===== config.mk =====
export PLATFORM = sky130hd
export DESIGN_NAME = pat_top
export DESIGN_NICKNAME = d
export VERILOG_FILES = /design/src/rtl/pat_pkg.sv /design/src/rtl/pat_check.sv /design/src/rtl/pat_top.sv
export SDC_FILE = /design/constraint.sdc
export NUM_CORES = 1
export LEC_CHECK = 0
export ABC_AREA = 1
export BUFFER_PORTS_ARGS = -buffer_cell sky130_fd_sc_hd__buf_2
export CAP_MARGIN = 25
export CELL_PAD_IN_SITES_DETAIL_PLACEMENT = 1
export CELL_PAD_IN_SITES_GLOBAL_PLACEMENT = 1
export CORE_ASPECT_RATIO = 2
export CORE_MARGIN = 1
export CORE_UTILIZATION = 34
export CTS_CLUSTER_SIZE = 14
export DETAILED_ROUTE_END_ITERATION = 10
export HOLD_SLACK_MARGIN = 0.08
export PLACE_DENSITY_LB_ADDON = 0.1
export RECOVER_POWER = 25
export SKIP_LAST_GASP = 1
export SYNTH_ARGS = -nofsm -noshare
export SYNTH_HDL_FRONTEND = slang
export SYNTH_SLANG_ARGS = --single-unit

===== constraint.sdc =====
create_clock -name sys_clk_i -period 4.1 [get_ports sys_clk_i]
set_input_delay 0.82 -clock sys_clk_i [delete_from_list [all_inputs] [get_ports sys_clk_i]]
set_output_delay 0.82 -clock sys_clk_i [all_outputs]
set_load 0.01 [all_outputs]

===== src/rtl/pat_pkg.sv =====
// Constants shared by the paged address translation block.
package pat_pkg;
  // Table entry fields.
  localparam int ENT_PRESENT = 0;
  localparam int ENT_WRITE = 1;
  localparam int ENT_USER = 2;
  localparam int ENT_WT = 3;
  localparam int ENT_CD = 4;
  localparam int ENT_LARGE = 7;
  // Virtual address fields and frame widths.
  localparam int VA_DIR_LSB = 22;
  localparam int VA_PAGE_LSB = 12;
  localparam int IDX_W = 10;
  localparam int FRAME_SMALL_W = 20;
  localparam int FRAME_LARGE_W = 10;
  localparam int OFS_SMALL_W = 12;
  localparam int OFS_LARGE_W = 22;
  localparam logic [1:0] ENTRY_BYTE_OFS = 2'h0;
  // Directory base register: base field and translation enable bit.
  localparam int DIRBASE_EN_BIT = 5;
  localparam int DTB_LSB = 12;
  localparam logic [31:0] DIRBASE_RESET = 32'h0000_0000;
  // Status registers: user bit, previous user bit, write protect, page mode.
  localparam int PSR_U_BIT = 1;
  localparam int PSR_PU_BIT = 2;
  localparam int EPSR_WP_BIT = 5;
  localparam int EPSR_PBM_BIT = 6;
  // Control register selectors for control register stores.
  localparam logic [1:0] CTL_DIRBASE = 2'h0;
  localparam logic [1:0] CTL_PSR = 2'h1;
  localparam logic [1:0] CTL_EPSR = 2'h2;
  // Walk states, Gray coded along idle -> directory -> table.
  typedef enum logic [1:0] {
    PAT_IDLE = 2'h0,
    PAT_DIR = 2'h1,
    PAT_TBL = 2'h3
  } pat_state_t;
endpackage


===== src/rtl/pat_check.sv =====
// Page-level protection check for one table entry.
`timescale 1ns/1ps
module pat_check (
  input wire logic [31:0] entry_i,
  input wire logic user_i,
  input wire logic write_i,
  input wire logic wp_i,
  output logic absent_o,
  output logic fault_o
);
  import pat_pkg::*;

  // A not-present entry masks every other bit of the entry.
  always_comb begin
    absent_o = ~entry_i[ENT_PRESENT];
    fault_o = absent_o;
    if (!absent_o) begin
      // User level cannot reach supervisor pages at all.
      if (user_i && !entry_i[ENT_USER]) begin
        fault_o = 1'b1;
      end
      // Writes to read-only pages trap at user level, or under write protect.
      if (write_i && !entry_i[ENT_WRITE] && (user_i || wp_i)) begin
        fault_o = 1'b1;
      end
    end
  end
endmodule


===== src/rtl/pat_top.sv =====
// Paged virtual-to-physical address translation with page protection.
`timescale 1ns/1ps
module pat_top (
  input wire logic sys_clk_i,
  input wire logic rst_n_i,
  input wire logic large_variant_i,
  input wire logic ctl_store_i,
  input wire logic [1:0] ctl_store_sel_i,
  input wire logic [31:0] ctl_store_data_i,
  input wire logic trap_i,
  input wire logic ind_branch_i,
  input wire logic trap_bits_set_i,
  input wire logic priv_op_i,
  input wire logic req_valid_i,
  input wire logic [31:0] req_vaddr_i,
  input wire logic req_write_i,
  input wire logic req_instr_i,
  input wire logic mem_ack_i,
  input wire logic [31:0] mem_rdata_i,
  output logic req_ready_o,
  output logic mem_req_o,
  output logic [31:0] mem_addr_o,
  output logic rsp_valid_o,
  output logic [31:0] rsp_paddr_o,
  output logic rsp_bus_go_o,
  output logic rsp_data_fault_o,
  output logic rsp_instr_fault_o,
  output logic rsp_write_through_o,
  output logic rsp_dcache_inhibit_o,
  output logic rsp_icache_inhibit_o,
  output logic page_attribute_output_pin_o,
  output logic priv_op_done_o,
  output logic translation_enable_o,
  output logic user_mode_o,
  output logic previous_privilege_bit_o,
  output logic write_protect_o
);
  import pat_pkg::*;

  // Entry address: frame base, ten-bit index, word aligned.
  function automatic logic [31:0] entry_addr(input logic [19:0] base,
                                             input logic [9:0] idx);
    entry_addr = {base, idx, ENTRY_BYTE_OFS};
  endfunction

  logic rst_meta;
  logic rst_sync;
  logic large_mode;
  logic strap_taken;
  logic [31:0] dirbase;
  logic user;
  logic prev_user;
  logic wp;
  logic page_bit_mode_select;
  pat_state_t state;
  pat_state_t next_state;
  logic [31:0] vaddr;
  logic write_q;
  logic instr_q;
  logic [31:0] dir_entry;
  logic chk_absent;
  logic chk_fault;
  logic done;
  logic done_fault;
  logic [31:0] done_paddr;
  logic done_wt;
  logic done_cd;
  logic start;
  logic big_page;

  // Reset is released through two flops so every flop leaves reset together.
  always_ff @(posedge sys_clk_i or negedge rst_n_i) begin
    if (!rst_n_i) begin
      rst_meta <= 1'b0;
      rst_sync <= 1'b0;
    end else begin
      rst_meta <= 1'b1;
      rst_sync <= rst_meta;
    end
  end

  // The variant strap is caught once, on the first edge after release.
  always_ff @(posedge sys_clk_i or negedge rst_sync) begin
    if (!rst_sync) begin
      large_mode <= 1'b0;
      strap_taken <= 1'b0;
    end else if (!strap_taken) begin
      large_mode <= large_variant_i;
      strap_taken <= 1'b1;
    end
  end

  // Directory base register; user-level stores to it are dropped.
  always_ff @(posedge sys_clk_i or negedge rst_sync) begin
    if (!rst_sync) begin
      dirbase <= DIRBASE_RESET;
    end else if (ctl_store_i && ctl_store_sel_i == CTL_DIRBASE && !user) begin
      dirbase <= ctl_store_data_i;
    end
  end

  // Extended status: write protect and page attribute mode.
  always_ff @(posedge sys_clk_i or negedge rst_sync) begin
    if (!rst_sync) begin
      wp <= 1'b0;
      page_bit_mode_select <= 1'b0;
    end else if (ctl_store_i && ctl_store_sel_i == CTL_EPSR && !user) begin
      wp <= ctl_store_data_i[EPSR_WP_BIT];
      page_bit_mode_select <= ctl_store_data_i[EPSR_PBM_BIT];
    end
  end

  // Privilege state. A trap outranks a return in the same cycle, and a
  // user-level status store cannot raise or alter the privilege bits.
  always_ff @(posedge sys_clk_i or negedge rst_sync) begin
    if (!rst_sync) begin
      user <= 1'b0;
      prev_user <= 1'b0;
    end else if (trap_i) begin
      prev_user <= user;
      user <= 1'b0;
    end else if (ind_branch_i && trap_bits_set_i) begin
      user <= prev_user;
    end else if (ctl_store_i && ctl_store_sel_i == CTL_PSR && !user) begin
      user <= ctl_store_data_i[PSR_U_BIT];
      prev_user <= ctl_store_data_i[PSR_PU_BIT];
    end
  end

  // Privileged I/O, cycle and interrupt-load operations act only at
  // supervisor level.
  always_ff @(posedge sys_clk_i or negedge rst_sync) begin
    if (!rst_sync) begin
      priv_op_done_o <= 1'b0;
    end else begin
      priv_op_done_o <= priv_op_i && !user;
    end
  end

  // Status copies for the core.
  always_ff @(posedge sys_clk_i or negedge rst_sync) begin
    if (!rst_sync) begin
      translation_enable_o <= 1'b0;
      user_mode_o <= 1'b0;
      previous_privilege_bit_o <= 1'b0;
      write_protect_o <= 1'b0;
    end else begin
      translation_enable_o <= dirbase[DIRBASE_EN_BIT];
      user_mode_o <= user;
      previous_privilege_bit_o <= prev_user;
      write_protect_o <= wp;
    end
  end

  assign start = req_valid_i && state == PAT_IDLE;

  // One checker serves both levels; checking each level on its own gives
  // the more restrictive of the two for a 4-Kbyte page.
  pat_check u_check (
    .entry_i(mem_rdata_i),
    .user_i(user),
    .write_i(write_q),
    .wp_i(wp),
    .absent_o(chk_absent),
    .fault_o(chk_fault)
  );

  // Only the larger variant honours the page-size bit of a directory entry;
  // the smaller one always walks to a second-level table.
  assign big_page = large_mode && mem_rdata_i[ENT_LARGE];

  // Walk sequencing and the completion of each access.
  always_comb begin
    next_state = state;
    done = 1'b0;
    done_fault = 1'b0;
    done_paddr = vaddr;
    done_wt = 1'b0;
    done_cd = 1'b0;
    case (state)
      PAT_IDLE: begin
        if (start && !dirbase[DIRBASE_EN_BIT]) begin
          done = 1'b1;
          done_paddr = req_vaddr_i;
        end else if (start) begin
          next_state = PAT_DIR;
        end
      end
      PAT_DIR: begin
        if (mem_ack_i) begin
          if (chk_fault) begin
            done = 1'b1;
            done_fault = 1'b1;
            next_state = PAT_IDLE;
          end else if (big_page) begin
            done = 1'b1;
            done_paddr = {mem_rdata_i[31 -: FRAME_LARGE_W],
                          vaddr[OFS_LARGE_W-1:0]};
            done_wt = mem_rdata_i[ENT_WT];
            done_cd = mem_rdata_i[ENT_CD];
            next_state = PAT_IDLE;
          end else begin
            next_state = PAT_TBL;
          end
        end
      end
      PAT_TBL: begin
        if (mem_ack_i) begin
          done = 1'b1;
          done_fault = chk_fault;
          done_paddr = {mem_rdata_i[31 -: FRAME_SMALL_W],
                        vaddr[OFS_SMALL_W-1:0]};
          done_wt = mem_rdata_i[ENT_WT];
          done_cd = mem_rdata_i[ENT_CD];
          next_state = PAT_IDLE;
        end
      end
      default: begin
        next_state = PAT_IDLE;
      end
    endcase
  end

  // State and the captured request.
  always_ff @(posedge sys_clk_i or negedge rst_sync) begin
    if (!rst_sync) begin
      state <= PAT_IDLE;
      vaddr <= 32'h0000_0000;
      write_q <= 1'b0;
      instr_q <= 1'b0;
      dir_entry <= 32'h0000_0000;
    end else begin
      state <= next_state;
      if (start) begin
        vaddr <= req_vaddr_i;
        write_q <= req_write_i;
        instr_q <= req_instr_i;
      end
      if (state == PAT_DIR && mem_ack_i) begin
        dir_entry <= mem_rdata_i;
      end
    end
  end

  // Table reads. The directory is indexed from its base field; the second
  // level from the frame in the directory entry just returned.
  always_ff @(posedge sys_clk_i or negedge rst_sync) begin
    if (!rst_sync) begin
      mem_req_o <= 1'b0;
      mem_addr_o <= 32'h0000_0000;
    end else if (state == PAT_IDLE && next_state == PAT_DIR) begin
      mem_req_o <= 1'b1;
      mem_addr_o <= entry_addr(dirbase[31:DTB_LSB],
                               req_vaddr_i[31:VA_DIR_LSB]);
    end else if (state == PAT_DIR && next_state == PAT_TBL) begin
      mem_req_o <= 1'b1;
      mem_addr_o <= entry_addr(mem_rdata_i[31:DTB_LSB],
                               vaddr[VA_DIR_LSB-1:VA_PAGE_LSB]);
    end else if (mem_ack_i) begin
      mem_req_o <= 1'b0;
    end
  end

  // A new request is taken only while the walker is idle.
  always_ff @(posedge sys_clk_i or negedge rst_sync) begin
    if (!rst_sync) begin
      req_ready_o <= 1'b0;
    end else begin
      req_ready_o <= next_state == PAT_IDLE;
    end
  end

  // Answer to the core. A faulting access never reaches the bus; the core
  // sees the fault class instead. On the smaller variant write-through is
  // not a real policy: a set bit keeps data out of the data cache and, with page attribute mode clear, drives the page attribute pin.
  always_ff @(posedge sys_clk_i or negedge rst_sync) begin
    if (!rst_sync) begin
      rsp_valid_o <= 1'b0;
      rsp_paddr_o <= 32'h0000_0000;
      rsp_bus_go_o <= 1'b0;
      rsp_data_fault_o <= 1'b0;
      rsp_instr_fault_o <= 1'b0;
      rsp_write_through_o <= 1'b0;
      rsp_dcache_inhibit_o <= 1'b0;
      rsp_icache_inhibit_o <= 1'b0;
      page_attribute_output_pin_o <= 1'b0;
    end else begin
      rsp_valid_o <= done;
      rsp_bus_go_o <= done && !done_fault;
      rsp_data_fault_o <= done && done_fault && !instr_q;
      rsp_instr_fault_o <= done && done_fault && instr_q;
      if (done) begin
        rsp_paddr_o <= done_fault ? 32'h0000_0000 : done_paddr;
        rsp_write_through_o <= large_mode && done_wt;
        rsp_dcache_inhibit_o <= done_cd ||
                                (!large_mode && done_wt);
        rsp_icache_inhibit_o <= done_cd;
        page_attribute_output_pin_o <= page_bit_mode_select ? done_cd : done_wt;
      end
    end
  end
endmodule


==> flow_metrics.tcl, run 1 <==
set metrics [dict create \
    final_nets 985 \
    fmax_mhz 353 \
    period_minus_slack_ps 2830 \
    mostFrequentLayoutCells "sky130_fd_sc_hd__nand2_1 (251), sky130_fd_sc_hd__buf_2 (171), sky130_fd_sc_hd__dfrtp_1 (142)" \
    yosys.area_share.xor_xnor_pct 0 \
    hpwlAfterDp_mm 13.9 \
    cts_num_sinks 142 \
    cts_made_buffers 17 \
    insertion_delay_ps 420 \
    core_area_um2 18200 \
    synth_to_final_area_change_pct 25.5 \
    clock_tree_from_tritoncts "built" \
    p_switching_w 0.00219 \
    layout_setup_ws_ps 1270 \
    dpl_worst_slack_ps 914 \
    yosys_warnings 0 \
    via_count_of_the_routed_design 5388 \
    maximum_number_of_pins_on_one_net_before_global_route_repair 93 \
    syn-mean-instance-area_um2 8.89 \
    worst_pin_slew_ps 2120 \
    post_cts.repair.setup_buffers 0 \
    final-setup-viol-count 0 \
    vdd_ir_drop_max_v 0.000308 \
    muxShareOfSynthArea_pct 4.90 \
    remaining_drc_errors 8 \
    postSynthCellCount 712 \
    switching_share_pct 36.7 \
    pwr-share-clk_pct 28.7 \
    worstRegToRegCells 10 \
    rr_startpoint "state[0]" \
    critical_path.endpoint_type "register" \
    finalCritPeriodShare_pct 69.1 \
    syn-cell-area_um2 6330 \
    drt_first_pass_iters 7 \
    port_buffers 172 \
    final_layout_size_suffix_gt1_share_pct 28.7 \
    synth_fa_ha_area_share_pct 0 \
    synth_cell_types 30 \
    post_cts_resize_count 0 \
    grt_first_pass_wirelength_mm 30.7 \
    main_combinational_cell_family_by_area_after_synthesis "simple AND/OR/NAND/NOR gates" \
    cts_hold_buf 0 \
    placement_rows 70 \
    status "complete, but fails checks" \
    initial_utilization_pct 34.8 \
    cts_buffer_depth 2 \
    yosys.area_share.simple_pct 20.2 \
    final_weighted_congestion_of_routability_driven_global_placement 0.801 \
    p_leak_nw 4.30 \
    clk_root_buffer_cell "sky130_fd_sc_hd__clkbuf_16" \
    final.setup.tns_ps 0 \
    die_area_um2 19200 \
    r2r_slack_ps 1270 \
    power.share.combinational_pct 33.2 \
    worstHoldPathType "input port to async pin" \
    critical_path.reg2reg.endpoint "page_attribute_output_pin_o" \
    slew_headroom_pct -41.5 \
    worst_clock_skew_ps 7.49 \
    grt_usage_pct 21.0 \
    antenna_found_initial 2 \
    synth-compound-area-share_pct 11.1 \
    power_density_nw_per_um2 750 \
    power.sequential.fraction_pct 38.2 \
    violations "design-rule violations, max-capacitance violations, max-slew violations" \
    data_required_time_at_the_worst_endpoint_ps 4430 \
    clkSlewWorstSetupHoldPaths_ps 60 \
    critPathLaunchType "register" \
    final_antenna_net_count 0 \
    finalWirelength_mm 19.1 \
    hold_viol 0 \
    globalRouteOverflowTotal 0 \
    grt_setup_unrepaired "no" \
    worstPathMaxFanout 53 \
    die_width_um 98.5 \
    dieHeight_um 195 \
    htree_levels 4 \
    grt_pass1_vias 5825 \
    cell_internal_pwr_w 0.00377 \
    layout.core_utilization_pct 43.6 \
    via_per_inst 4.88 \
    cp-startpoint "state[0]" \
    drt_iter0_drc 198 \
    drt-wirelength-per-cell_um 17.3 \
    timing.final.max_slew_violations 49 \
    ys_ff_latch 142 \
    timing_worst_setup_path_type "register to register" \
    worst_endpoint_data_arrival_time_ps 3170 \
    top_ports 189 \
    layout_commonest_cell "sky130_fd_sc_hd__nand2_1" \
    cap_violations 1 \
    yosysSeqAreaShare_pct 56.1 \
]
[flip-flops by register name, indices dropped and copies added, names as in the netlist, 2 cells and up]
| register | cells |
|---|---|
| state | 2 |
| rsp_paddr_o | 32 |
| vaddr | 32 |
| dirbase | 21 |
| mem_addr_o | 30 |
[worst max-delay path by stage]
stage | to | slack, ps | cells past startpoint
floorplan | dirbase[12] | 1740 | 0
global placement | rsp_paddr_o[18] | 960 | 10
detailed placement | page_attribute_output_pin_o | 910 | 10
CTS | page_attribute_output_pin_o | 1180 | 10
global route | page_attribute_output_pin_o | 920 | 10
finish | page_attribute_output_pin_o | 1270 | 10
[per-stage QoR]
stage,instance area [um^2],std cells,hold slack [ps],power (W)
2_1_floorplan,6340,714,331,0.00357
3_3_place_gp,7300,1071,337,0.00423
3_5_place_dp,7300,1071,347,0.00432
4_1_cts,7950,1102,148,0.00606
5_1_grt,7950,1104,150,0.00638
6_report,7950,1104,169,0.00596
[worst max-delay path, cell delays in order, from the launching register on]
cell,delay (ps)
sky130_fd_sc_hd__dfrtp_1,540
sky130_fd_sc_hd__nor2_4,100
sky130_fd_sc_hd__nand2_4,430
sky130_fd_sc_hd__inv_6,180
sky130_fd_sc_hd__nand2_4,290
sky130_fd_sc_hd__nand2_1,110
sky130_fd_sc_hd__inv_2,250
sky130_fd_sc_hd__nand2_4,110
sky130_fd_sc_hd__inv_2,470
sky130_fd_sc_hd__nand2_1,130
sky130_fd_sc_hd__o211ai_1,120
[routing by layer]
layer	wire (um)	GRT usage, %	vias up
met1	7290	23.0	2632
met2	10500	38.7	134
met3	769	4.33	35
li1	-	-	2585
met4	541	9.40	2
met5	10	0	-
[cell type report]
type	count	area [um^2]
clock buffers	20	457
flip-flops and latches	142	3550
well taps	216	270
multi-input cells	466	2300
diodes	1	2.50
inverters	72	275
repair buffers	176	898
fillers	2216	10300
clock inverters	11	189
[Yosys cell counts]
library cell	instances	area [um^2]
sky130_fd_sc_hd__nand2_1	251	942
sky130_fd_sc_hd__dfrtp_1	142	3550
sky130_fd_sc_hd__inv_1	66	248
sky130_fd_sc_hd__o21ai_0	34	170
sky130_fd_sc_hd__nor2_1	28	105
sky130_fd_sc_hd__mux2_2	24	270
sky130_fd_sc_hd__o21ai_1	22	110
sky130_fd_sc_hd__nand3_1	21	105
sky130_fd_sc_hd__a21oi_1	18	90.1
sky130_fd_sc_hd__buf_2	16	80.1
sky130_fd_sc_hd__o22ai_1	15	93.8
sky130_fd_sc_hd__o21ai_2	11	96.3
sky130_fd_sc_hd__o211ai_1	10	75.1
sky130_fd_sc_hd__clkbuf_1	7	26.3
sky130_fd_sc_hd__buf_4	6	45.0
sky130_fd_sc_hd__buf_6	5	56.3
sky130_fd_sc_hd__inv_2	5	18.8
sky130_fd_sc_hd__nand2_4	5	56.3
sky130_fd_sc_hd__o21a_1	5	37.5
sky130_fd_sc_hd__or2_2	5	31.3
sky130_fd_sc_hd__mux2i_1	4	40.0
sky130_fd_sc_hd__a31oi_1	2	12.5
sky130_fd_sc_hd__conb_1	2	7.51
sky130_fd_sc_hd__nand4_1	2	12.5
sky130_fd_sc_hd__a21boi_1	1	7.51
sky130_fd_sc_hd__a22oi_1	1	7.51
sky130_fd_sc_hd__inv_6	1	8.76
sky130_fd_sc_hd__nand3b_1	1	7.51
sky130_fd_sc_hd__nor2_4	1	11.3
sky130_fd_sc_hd__nor3_1	1	5.00
[kinds of logic (layout without fill, tap and decap cells)]
| kind of cell | after synthesis | in the layout |
|---|---|---|
| buffers and inverters | 106 | 279 |
| multiplexers | 28 | 28 |
| flip-flops | 142 | 142 |
| AND/OR/NAND/NOR | 315 | 315 |
| AO/OA/AOI/OAI | 119 | 119 |
| other | 2 | 5 |
[power by group through the flow]
stage	registers, W	logic [W]	clock network [W]
floorplan	0.00237	0.00120	0
global placement	0.00227	0.00195	0
detailed placement	0.00230	0.00202	0
CTS	0.00228	0.00203	0.00174
global route	0.00235	0.00224	0.00179
finish	0.00227	0.00198	0.00171
(Power assumes the default switching activity.)
==> run 2, diff against run 1 <==
- ABC_AREA: 1 -> 0
- CORE_UTILIZATION: 34 -> 39
- clock period: 4.1 -> 2.95 ns (I/O delays scaled with it)
==> run 2 against run 1 <==
Against the previous run:
- the run ends with max-capacitance violations, max-slew violations left
- synthesized area decreased by 5.4%
- register-to-register slack got worse by 710 ps
- final cell count down 20%
- via count decreased by 11%
- synthesized cell count down 29%
- non-clock buffer count grew 8
- count of clock-buffer cells in the layout down 3
- die area down 17%
- sequential power up 37%
- critical endpoint is now mem_addr_o[16]
- largest cell class unchanged
- highest routed layer is now met4
==> flow_metrics.tcl, run 2 <==
set metrics [dict create \
    switching_share_pct 34.8 \
    htree_levels 4 \
    violations "max-capacitance violations, max-slew violations" \
    grt_first_pass_wirelength_mm 27.2 \
    yosysMostFrequentCell "sky130_fd_sc_hd__dfrtp_1" \
    leading_cell_types_by_count_after_synthesis "sky130_fd_sc_hd__dfrtp_1 (137), sky130_fd_sc_hd__a21oi_1 (78), sky130_fd_sc_hd__nand2_1 (44)" \
    timing_worst_setup_path_type "register to register" \
    synth.area.top_cells "sky130_fd_sc_hd__dfrtp_1 (57%), sky130_fd_sc_hd__mux2_2 (7.1%), sky130_fd_sc_hd__a21oi_1 (6.5%), sky130_fd_sc_hd__o2bb2ai_1 (4.2%), sky130_fd_sc_hd__mux2_1 (2.8%)" \
    hpwlAfterDp_mm 12.6 \
    clock_tree_from_tritoncts "built" \
    yosysSeqAreaShare_pct 57.2 \
    globalRouteOverflowTotal 0 \
    hold_viol 0 \
    antennaDiodeCount 0 \
    timing.final.max_slew_violations 136 \
    drt_iter0_drc 233 \
    mostFrequentLayoutCells "sky130_fd_sc_hd__buf_2 (171), sky130_fd_sc_hd__dfrtp_1 (136), sky130_fd_sc_hd__a21oi_1 (78)" \
    main_combinational_cell_family_by_area_after_synthesis "compound AO/OA/AOI/OAI gates" \
    synth_cell_types 44 \
    final.setup.tns_ps 0 \
    synth_top_area_cell "sky130_fd_sc_hd__dfrtp_1" \
    postSynthCellCount 508 \
    ff_latch_area_um2 3430 \
    hold_start "rst_meta" \
    via_count_of_the_routed_design 4805 \
    final.fill_count 1649 \
    post_cts_resize_count 0 \
    finalCritPeriodShare_pct 81.2 \
    worstHoldPathType "register to register" \
    die_width_um 89.6 \
    critPathLaunchType "register" \
    syn-cell-area_um2 5990 \
    cap_violations 1 \
    worstPathMaxFanout 23 \
    yosys.area_share.simple_pct 8.58 \
    grt_pass1_vias 5180 \
    multi_input_area_um2 2340 \
    p_leak_nw 3.56 \
    final_layout_size_suffix_gt1_share_pct 38.0 \
    port_buffers 172 \
    yosys.area_share.xor_xnor_pct 0 \
    finalWirelength_mm 17.6 \
    clk_root_buffer_cell "sky130_fd_sc_hd__clkbuf_16" \
    worst_endpoint_data_arrival_time_ps 2700 \
    p_switching_w 0.00265 \
    remaining_drc_errors 0 \
    dpl_worst_slack_ps 538 \
    flip_flop_cell_with_the_highest_count_after_synthesis "sky130_fd_sc_hd__dfrtp_1" \
    cts_num_sinks 137 \
    final_nets 789 \
    maximum_number_of_pins_on_one_net_before_global_route_repair 136 \
    worst_clock_skew_ps 5.30 \
    insertion_delay_ps 420 \
    cts_buffer_depth 2 \
    status "complete, but fails checks" \
    synth_fa_ha_area_share_pct 0 \
    grt_setup_unrepaired "no" \
    vdd_ir_drop_max_v 0.000441 \
    clkSlewWorstSetupHoldPaths_ps 60 \
    synth_async_sr_flop_share_pct 100 \
    data_required_time_at_the_worst_endpoint_ps 3250 \
    core_area_um2 14900 \
    final-setup-viol-count 0 \
    synth-compound-area-share_pct 17.5 \
    cts_made_buffers 17 \
    fmax_mhz 417 \
    layout_commonest_cell "sky130_fd_sc_hd__buf_2" \
    netlist.area_leader.share_pct 57.2 \
    initial_utilization_pct 40.2 \
    top_register "rsp_paddr_o" \
    worst_pin_slew_ps 1870 \
    pwr-share-clk_pct 26.6 \
    power.sequential.fraction_pct 40.9 \
    synth-edff-count 0 \
    slew_headroom_pct -24.7 \
    cp-startpoint "state[0]" \
    yosys_warnings 0 \
    layout_setup_ws_ps 554 \
    syn-mean-instance-area_um2 11.8 \
    final_antenna_net_count 0 \
    rr_startpoint "state[0]" \
    final_weighted_congestion_of_routability_driven_global_placement 0.857 \
    drt_first_pass_iters 4 \
    period_minus_slack_ps 2400 \
    dieHeight_um 177 \
    drt-wirelength-per-cell_um 19.8 \
    largest_reg_flops 32 \
    muxShareOfSynthArea_pct 12.5 \
    ys_ff_latch 137 \
    power.share.combinational_pct 32.6 \
    top_ports 189 \
    antenna_found_initial 0 \
    synth_to_final_area_change_pct 25.9 \
    via_per_inst 5.43 \
    grt_usage_pct 23.3 \
    critical_path.endpoint_type "register" \
    cell_internal_pwr_w 0.00496 \
    largest_registers "rsp_paddr_o: 32 flops, mem_addr_o: 30 flops, vaddr: 27 flops" \
    die_area_um2 15900 \
    power_density_nw_per_um2 1010 \
    placement_rows 63 \
]
## run 2: cell types whose count changed after synthesis, sizes merged, moves of 8 or more
| cell | change |
|---|---|
| mux2 | +29 |
| o2bb2ai | +29 |
| o22ai | -14 |
| nand2 | -211 |
| mux2i | +11 |
| o21ai | -64 |
| a22o | +11 |
| nand3 | -18 |
| nor2 | +8 |
| a22oi | +9 |
| inv | -68 |
| a21oi | +60 |
## run 2: critical path: stages (launching register included)
cell                      delay, ps
sky130_fd_sc_hd__dfrtp_1        550
sky130_fd_sc_hd__nor2_2         380
sky130_fd_sc_hd__and2_1         450
sky130_fd_sc_hd__nand2_1        370
sky130_fd_sc_hd__buf_4          340
sky130_fd_sc_hd__nor2_1         120
sky130_fd_sc_hd__a21oi_1         50
## run 2: power groups by stage
stage | sequential [W] | combinational (W) | clock (W)
4_1_cts | 0.00311 | 0.00252 | 0.00208
3_5_place_dp | 0.00314 | 0.00251 | 0
2_1_floorplan | 0.00323 | 0.00140 | 0
5_1_grt | 0.00319 | 0.00275 | 0.00216
3_3_place_gp | 0.00310 | 0.00242 | 0
6_report | 0.00311 | 0.00248 | 0.00202
## run 2: cells by family after synthesis
group	Yosys count
compound gates	154
mux	68
flops	137
buf+inv	38
other cells	2
simple gates	109
## run 2: per-stage QoR
step           instance area (um^2)  hold WS (ps)  total power, W  std cells  util [%]
6_report                       7540           349         0.00760        885      50.6
4_1_cts                        7560           345         0.00771        885      50.7
3_3_place_gp                   6990           336         0.00552        854      46.9
3_5_place_dp                   6990           339         0.00564        854      46.9
2_1_floorplan                  6000           294         0.00463        510         -
5_1_grt                        7540           349         0.00810        885      50.6
## run 2: what timing repair did
item | in CTS | in global routing
endpoints found under the setup margin | 0 | 0
hold buffers | 1 | 0
endpoints found under the hold margin | 2 | 0
buffers inserted | 0 | 0
## run 2: cell type report
class / instances / share of cell area [%]
Sequential cell: 137 / 45.5
Multi-Input combinational cell: 335 / 31.1
Timing Repair Buffer: 184 / 12.6
Clock buffer: 17 / 5.64
Tap cell: 195 / 3.23
Clock inverter: 13 / 1.74
Inverter: 4 / 0.199
## run 2: final timing paths
kind | slack [ps] | to | depth (start not counted)
worst max-delay path | 550 | mem_addr_o[16] | 6
worst min-delay path | 350 | rst_sync | 0
worst max register to register | 550 | mem_addr_o[16] | 6
worst min register to register | 350 | rst_sync | 0
max in group asynchronous | 840 | vaddr[29] | 1
min in group asynchronous | 490 | rst_sync | 2
## run 2: per-layer routing
layer	GRT usage, %	up-vias	share of wire, %
met5	0	-	0
met4	9.19	0	2.7
met3	6.48	27	5.5
met2	41.7	155	55
met1	25.2	2443	37
li1	-	2180	-
==> run 3, diff against run 2 <==
- CORE_UTILIZATION: 39 -> 36
- clock period: 2.95 -> 2.1 ns (I/O delays scaled with it)
==> run 3 against run 2 <==
Against the previous run:
- the flow now finishes without violations
- clock skew grew 2.5 ps
- clock power is 49% higher
- via count is 1.7% lower
- register-to-register slack got worse by 310 ps
- worst hold slack lost 170 ps
- final area up 2.9%
- critical endpoint is now mem_addr_o[15]
- global-route usage decreased by 1.5 points
- fmax grew 29%
- utilization shrank 2.9 points
- count of clock-buffer cells in the layout is 2 higher
- non-clock buffer count grew 8
- worst setup slack got worse by 310 ps
==> flow_metrics.tcl, run 3 (synthesis gave the netlist of run 2 again) <==
set metrics [dict create \
    drt_first_pass_iters 4 \
    critPathLaunchType "register" \
    die_width_um 93.2 \
    htree_levels 4 \
    worst_clock_skew_ps 7.77 \
    grt_pass1_vias 5088 \
    route.met3.wl_um 657 \
    grt_usage_pct 21.9 \
    critical_path.endpoint_type "register" \
    via_per_inst 5.22 \
    crit_slowest_cell "sky130_fd_sc_hd__dfrtp_1" \
    path_buf_inv 1 \
    initial_utilization_pct 36.8 \
    p_leak_nw 3.65 \
    antennaDiodeCount 0 \
    final-setup-viol-count 0 \
    finalWirelength_mm 17.6 \
    multi_input_area_um2 2350 \
    timing.critical_path.cells "nor2b_4, a32oi_2, or3_1, buf_4, nand2_1, a21oi_1" \
    fmax_mhz 539 \
    grt_setup_unrepaired "no" \
    cts_num_sinks 137 \
    remaining_drc_errors 0 \
    hpwlAfterDp_mm 13.2 \
    globalRouteOverflowTotal 0 \
    final_layout_size_suffix_gt1_share_pct 38.7 \
    ff_latch_area_um2 3430 \
    largest_registers "rsp_paddr_o: 32 flops, mem_addr_o: 30 flops, vaddr: 27 flops" \
    largest_reg_flops 32 \
    placement_rows 66 \
    timing_worst_setup_path_type "register to register" \
    synth_to_final_area_change_pct 29.5 \
    cap_violations 0 \
    critPathTopFamily "compound AO/OA/AOI/OAI gates" \
    worst_pin_slew_ps 1200 \
    final_weighted_congestion_of_routability_driven_global_placement 0.886 \
    worstHoldPathType "input port to register" \
    cts_made_buffers 17 \
    final.fill_count 1800 \
    port_buffers 172 \
    layout_setup_ws_ps 245 \
    power_density_nw_per_um2 1420 \
    met2_length_mm 9.50 \
    clkSlewWorstSetupHoldPaths_ps 60 \
    final_nets 797 \
    drt-wirelength-per-cell_um 19.5 \
    mostFrequentLayoutCells "sky130_fd_sc_hd__buf_2 (171), sky130_fd_sc_hd__dfrtp_1 (137), sky130_fd_sc_hd__a21oi_1 (78)" \
    core_area_um2 16300 \
    highest_layer "met4" \
    finalCritPeriodShare_pct 88.3 \
    vdd_ir_drop_max_v 0.000606 \
    wl_met1_mm 7.04 \
    top_ports 189 \
    via_count_of_the_routed_design 4723 \
    clock_tree_from_tritoncts "built" \
    antenna_found_initial 0 \
    die_area_um2 17200 \
    slew_headroom_pct 19.7 \
    final_antenna_net_count 0 \
    grt_first_pass_wirelength_mm 28.0 \
    cts_buffer_depth 2 \
    timing.final.max_slew_violations 0 \
    data_required_time_at_the_worst_endpoint_ps 2430 \
    top_register "rsp_paddr_o" \
    drt_iter0_drc 163 \
    critical-path-max-stage-delay_ps 520 \
    clk_root_buffer_cell "sky130_fd_sc_hd__clkbuf_16" \
    status "finished clean" \
    layout_commonest_cell "sky130_fd_sc_hd__buf_2" \
    hold_viol 0 \
    worstPathMaxFanout 18 \
    worst_endpoint_data_arrival_time_ps 2180 \
    maximum_number_of_pins_on_one_net_before_global_route_repair 61 \
    insertion_delay_ps 420 \
    final.setup.tns_ps 0 \
    period_minus_slack_ps 1860 \
    dpl_worst_slack_ps 96.2 \
    dieHeight_um 184 \
]
## run 3: changes by cell type in the layout (fill, tap and decap cells not counted)
cell	previous run	this run
sky130_fd_sc_hd__dfrtp_1	136	137
sky130_fd_sc_hd__buf_6	0	1
sky130_fd_sc_hd__o22ai_4	0	1
sky130_fd_sc_hd__buf_12	0	8
sky130_fd_sc_hd__inv_6	1	4
sky130_fd_sc_hd__clkbuf_8	0	2
sky130_fd_sc_hd__o22ai_2	1	0
sky130_fd_sc_hd__clkbuf_4	1	0
sky130_fd_sc_hd__clkinv_2	5	2
sky130_fd_sc_hd__dfrtp_4	1	0
## run 3: final cells by class
cell class | count | area share, %
Clock buffer | 19 | 5.84
Clock inverter | 13 | 1.84
Timing Repair Buffer | 192 | 14.4
Multi-Input combinational cell | 335 | 30.3
Sequential cell | 137 | 44.2
Tap cell | 204 | 3.29
Inverter | 4 | 0.193
## run 3: final timing paths
check	startpoint	slack, ps	cells past startpoint	endpoint
max	user	240	6	mem_addr_o[15]
min	trap_i	180	2	user
max reg2reg	user	240	6	mem_addr_o[15]
min reg2reg	rst_meta	350	0	rst_sync
max in group asynchronous	rst_sync	440	1	instr_q
min in group asynchronous	rst_n_i	310	2	rst_meta
## run 3: power breakdown
part	total, W	internal (W)	switching, W
Clock	0.00301	0.00182	0.00119
Combinational	0.00363	0.00170	0.00193
Sequential	0.00436	0.00367	0.000690
Total	0.0110	0.00719	0.00381
## run 3: repair_timing
action                    in CTS  in global routing
hold endpoints to repair       2                  0
resized for setup              0                  0
buffers inserted               0                  0
hold buffers                   1                  0
## run 3: stage by stage
step | util [%] | instance area (um^2) | cells | hold WS [ps] | power, W
after floorplan | - | 6000 | 510 | 124 | 0.00651
after global routing | 47.7 | 7760 | 904 | 189 | 0.0117
after CTS | 47.8 | 7770 | 904 | 172 | 0.0112
after global placement | 44.1 | 7170 | 871 | 206 | 0.00792
after detailed placement | 44.1 | 7170 | 871 | 208 | 0.00810
final | 47.7 | 7760 | 904 | 183 | 0.0110
## run 3: layer usage
layer	vias to the layer above	global-route usage, %
li1	2187	-
met1	2373	25.5
met2	141	38.7
met3	22	3.84
met4	0	9.54
met5	-	0
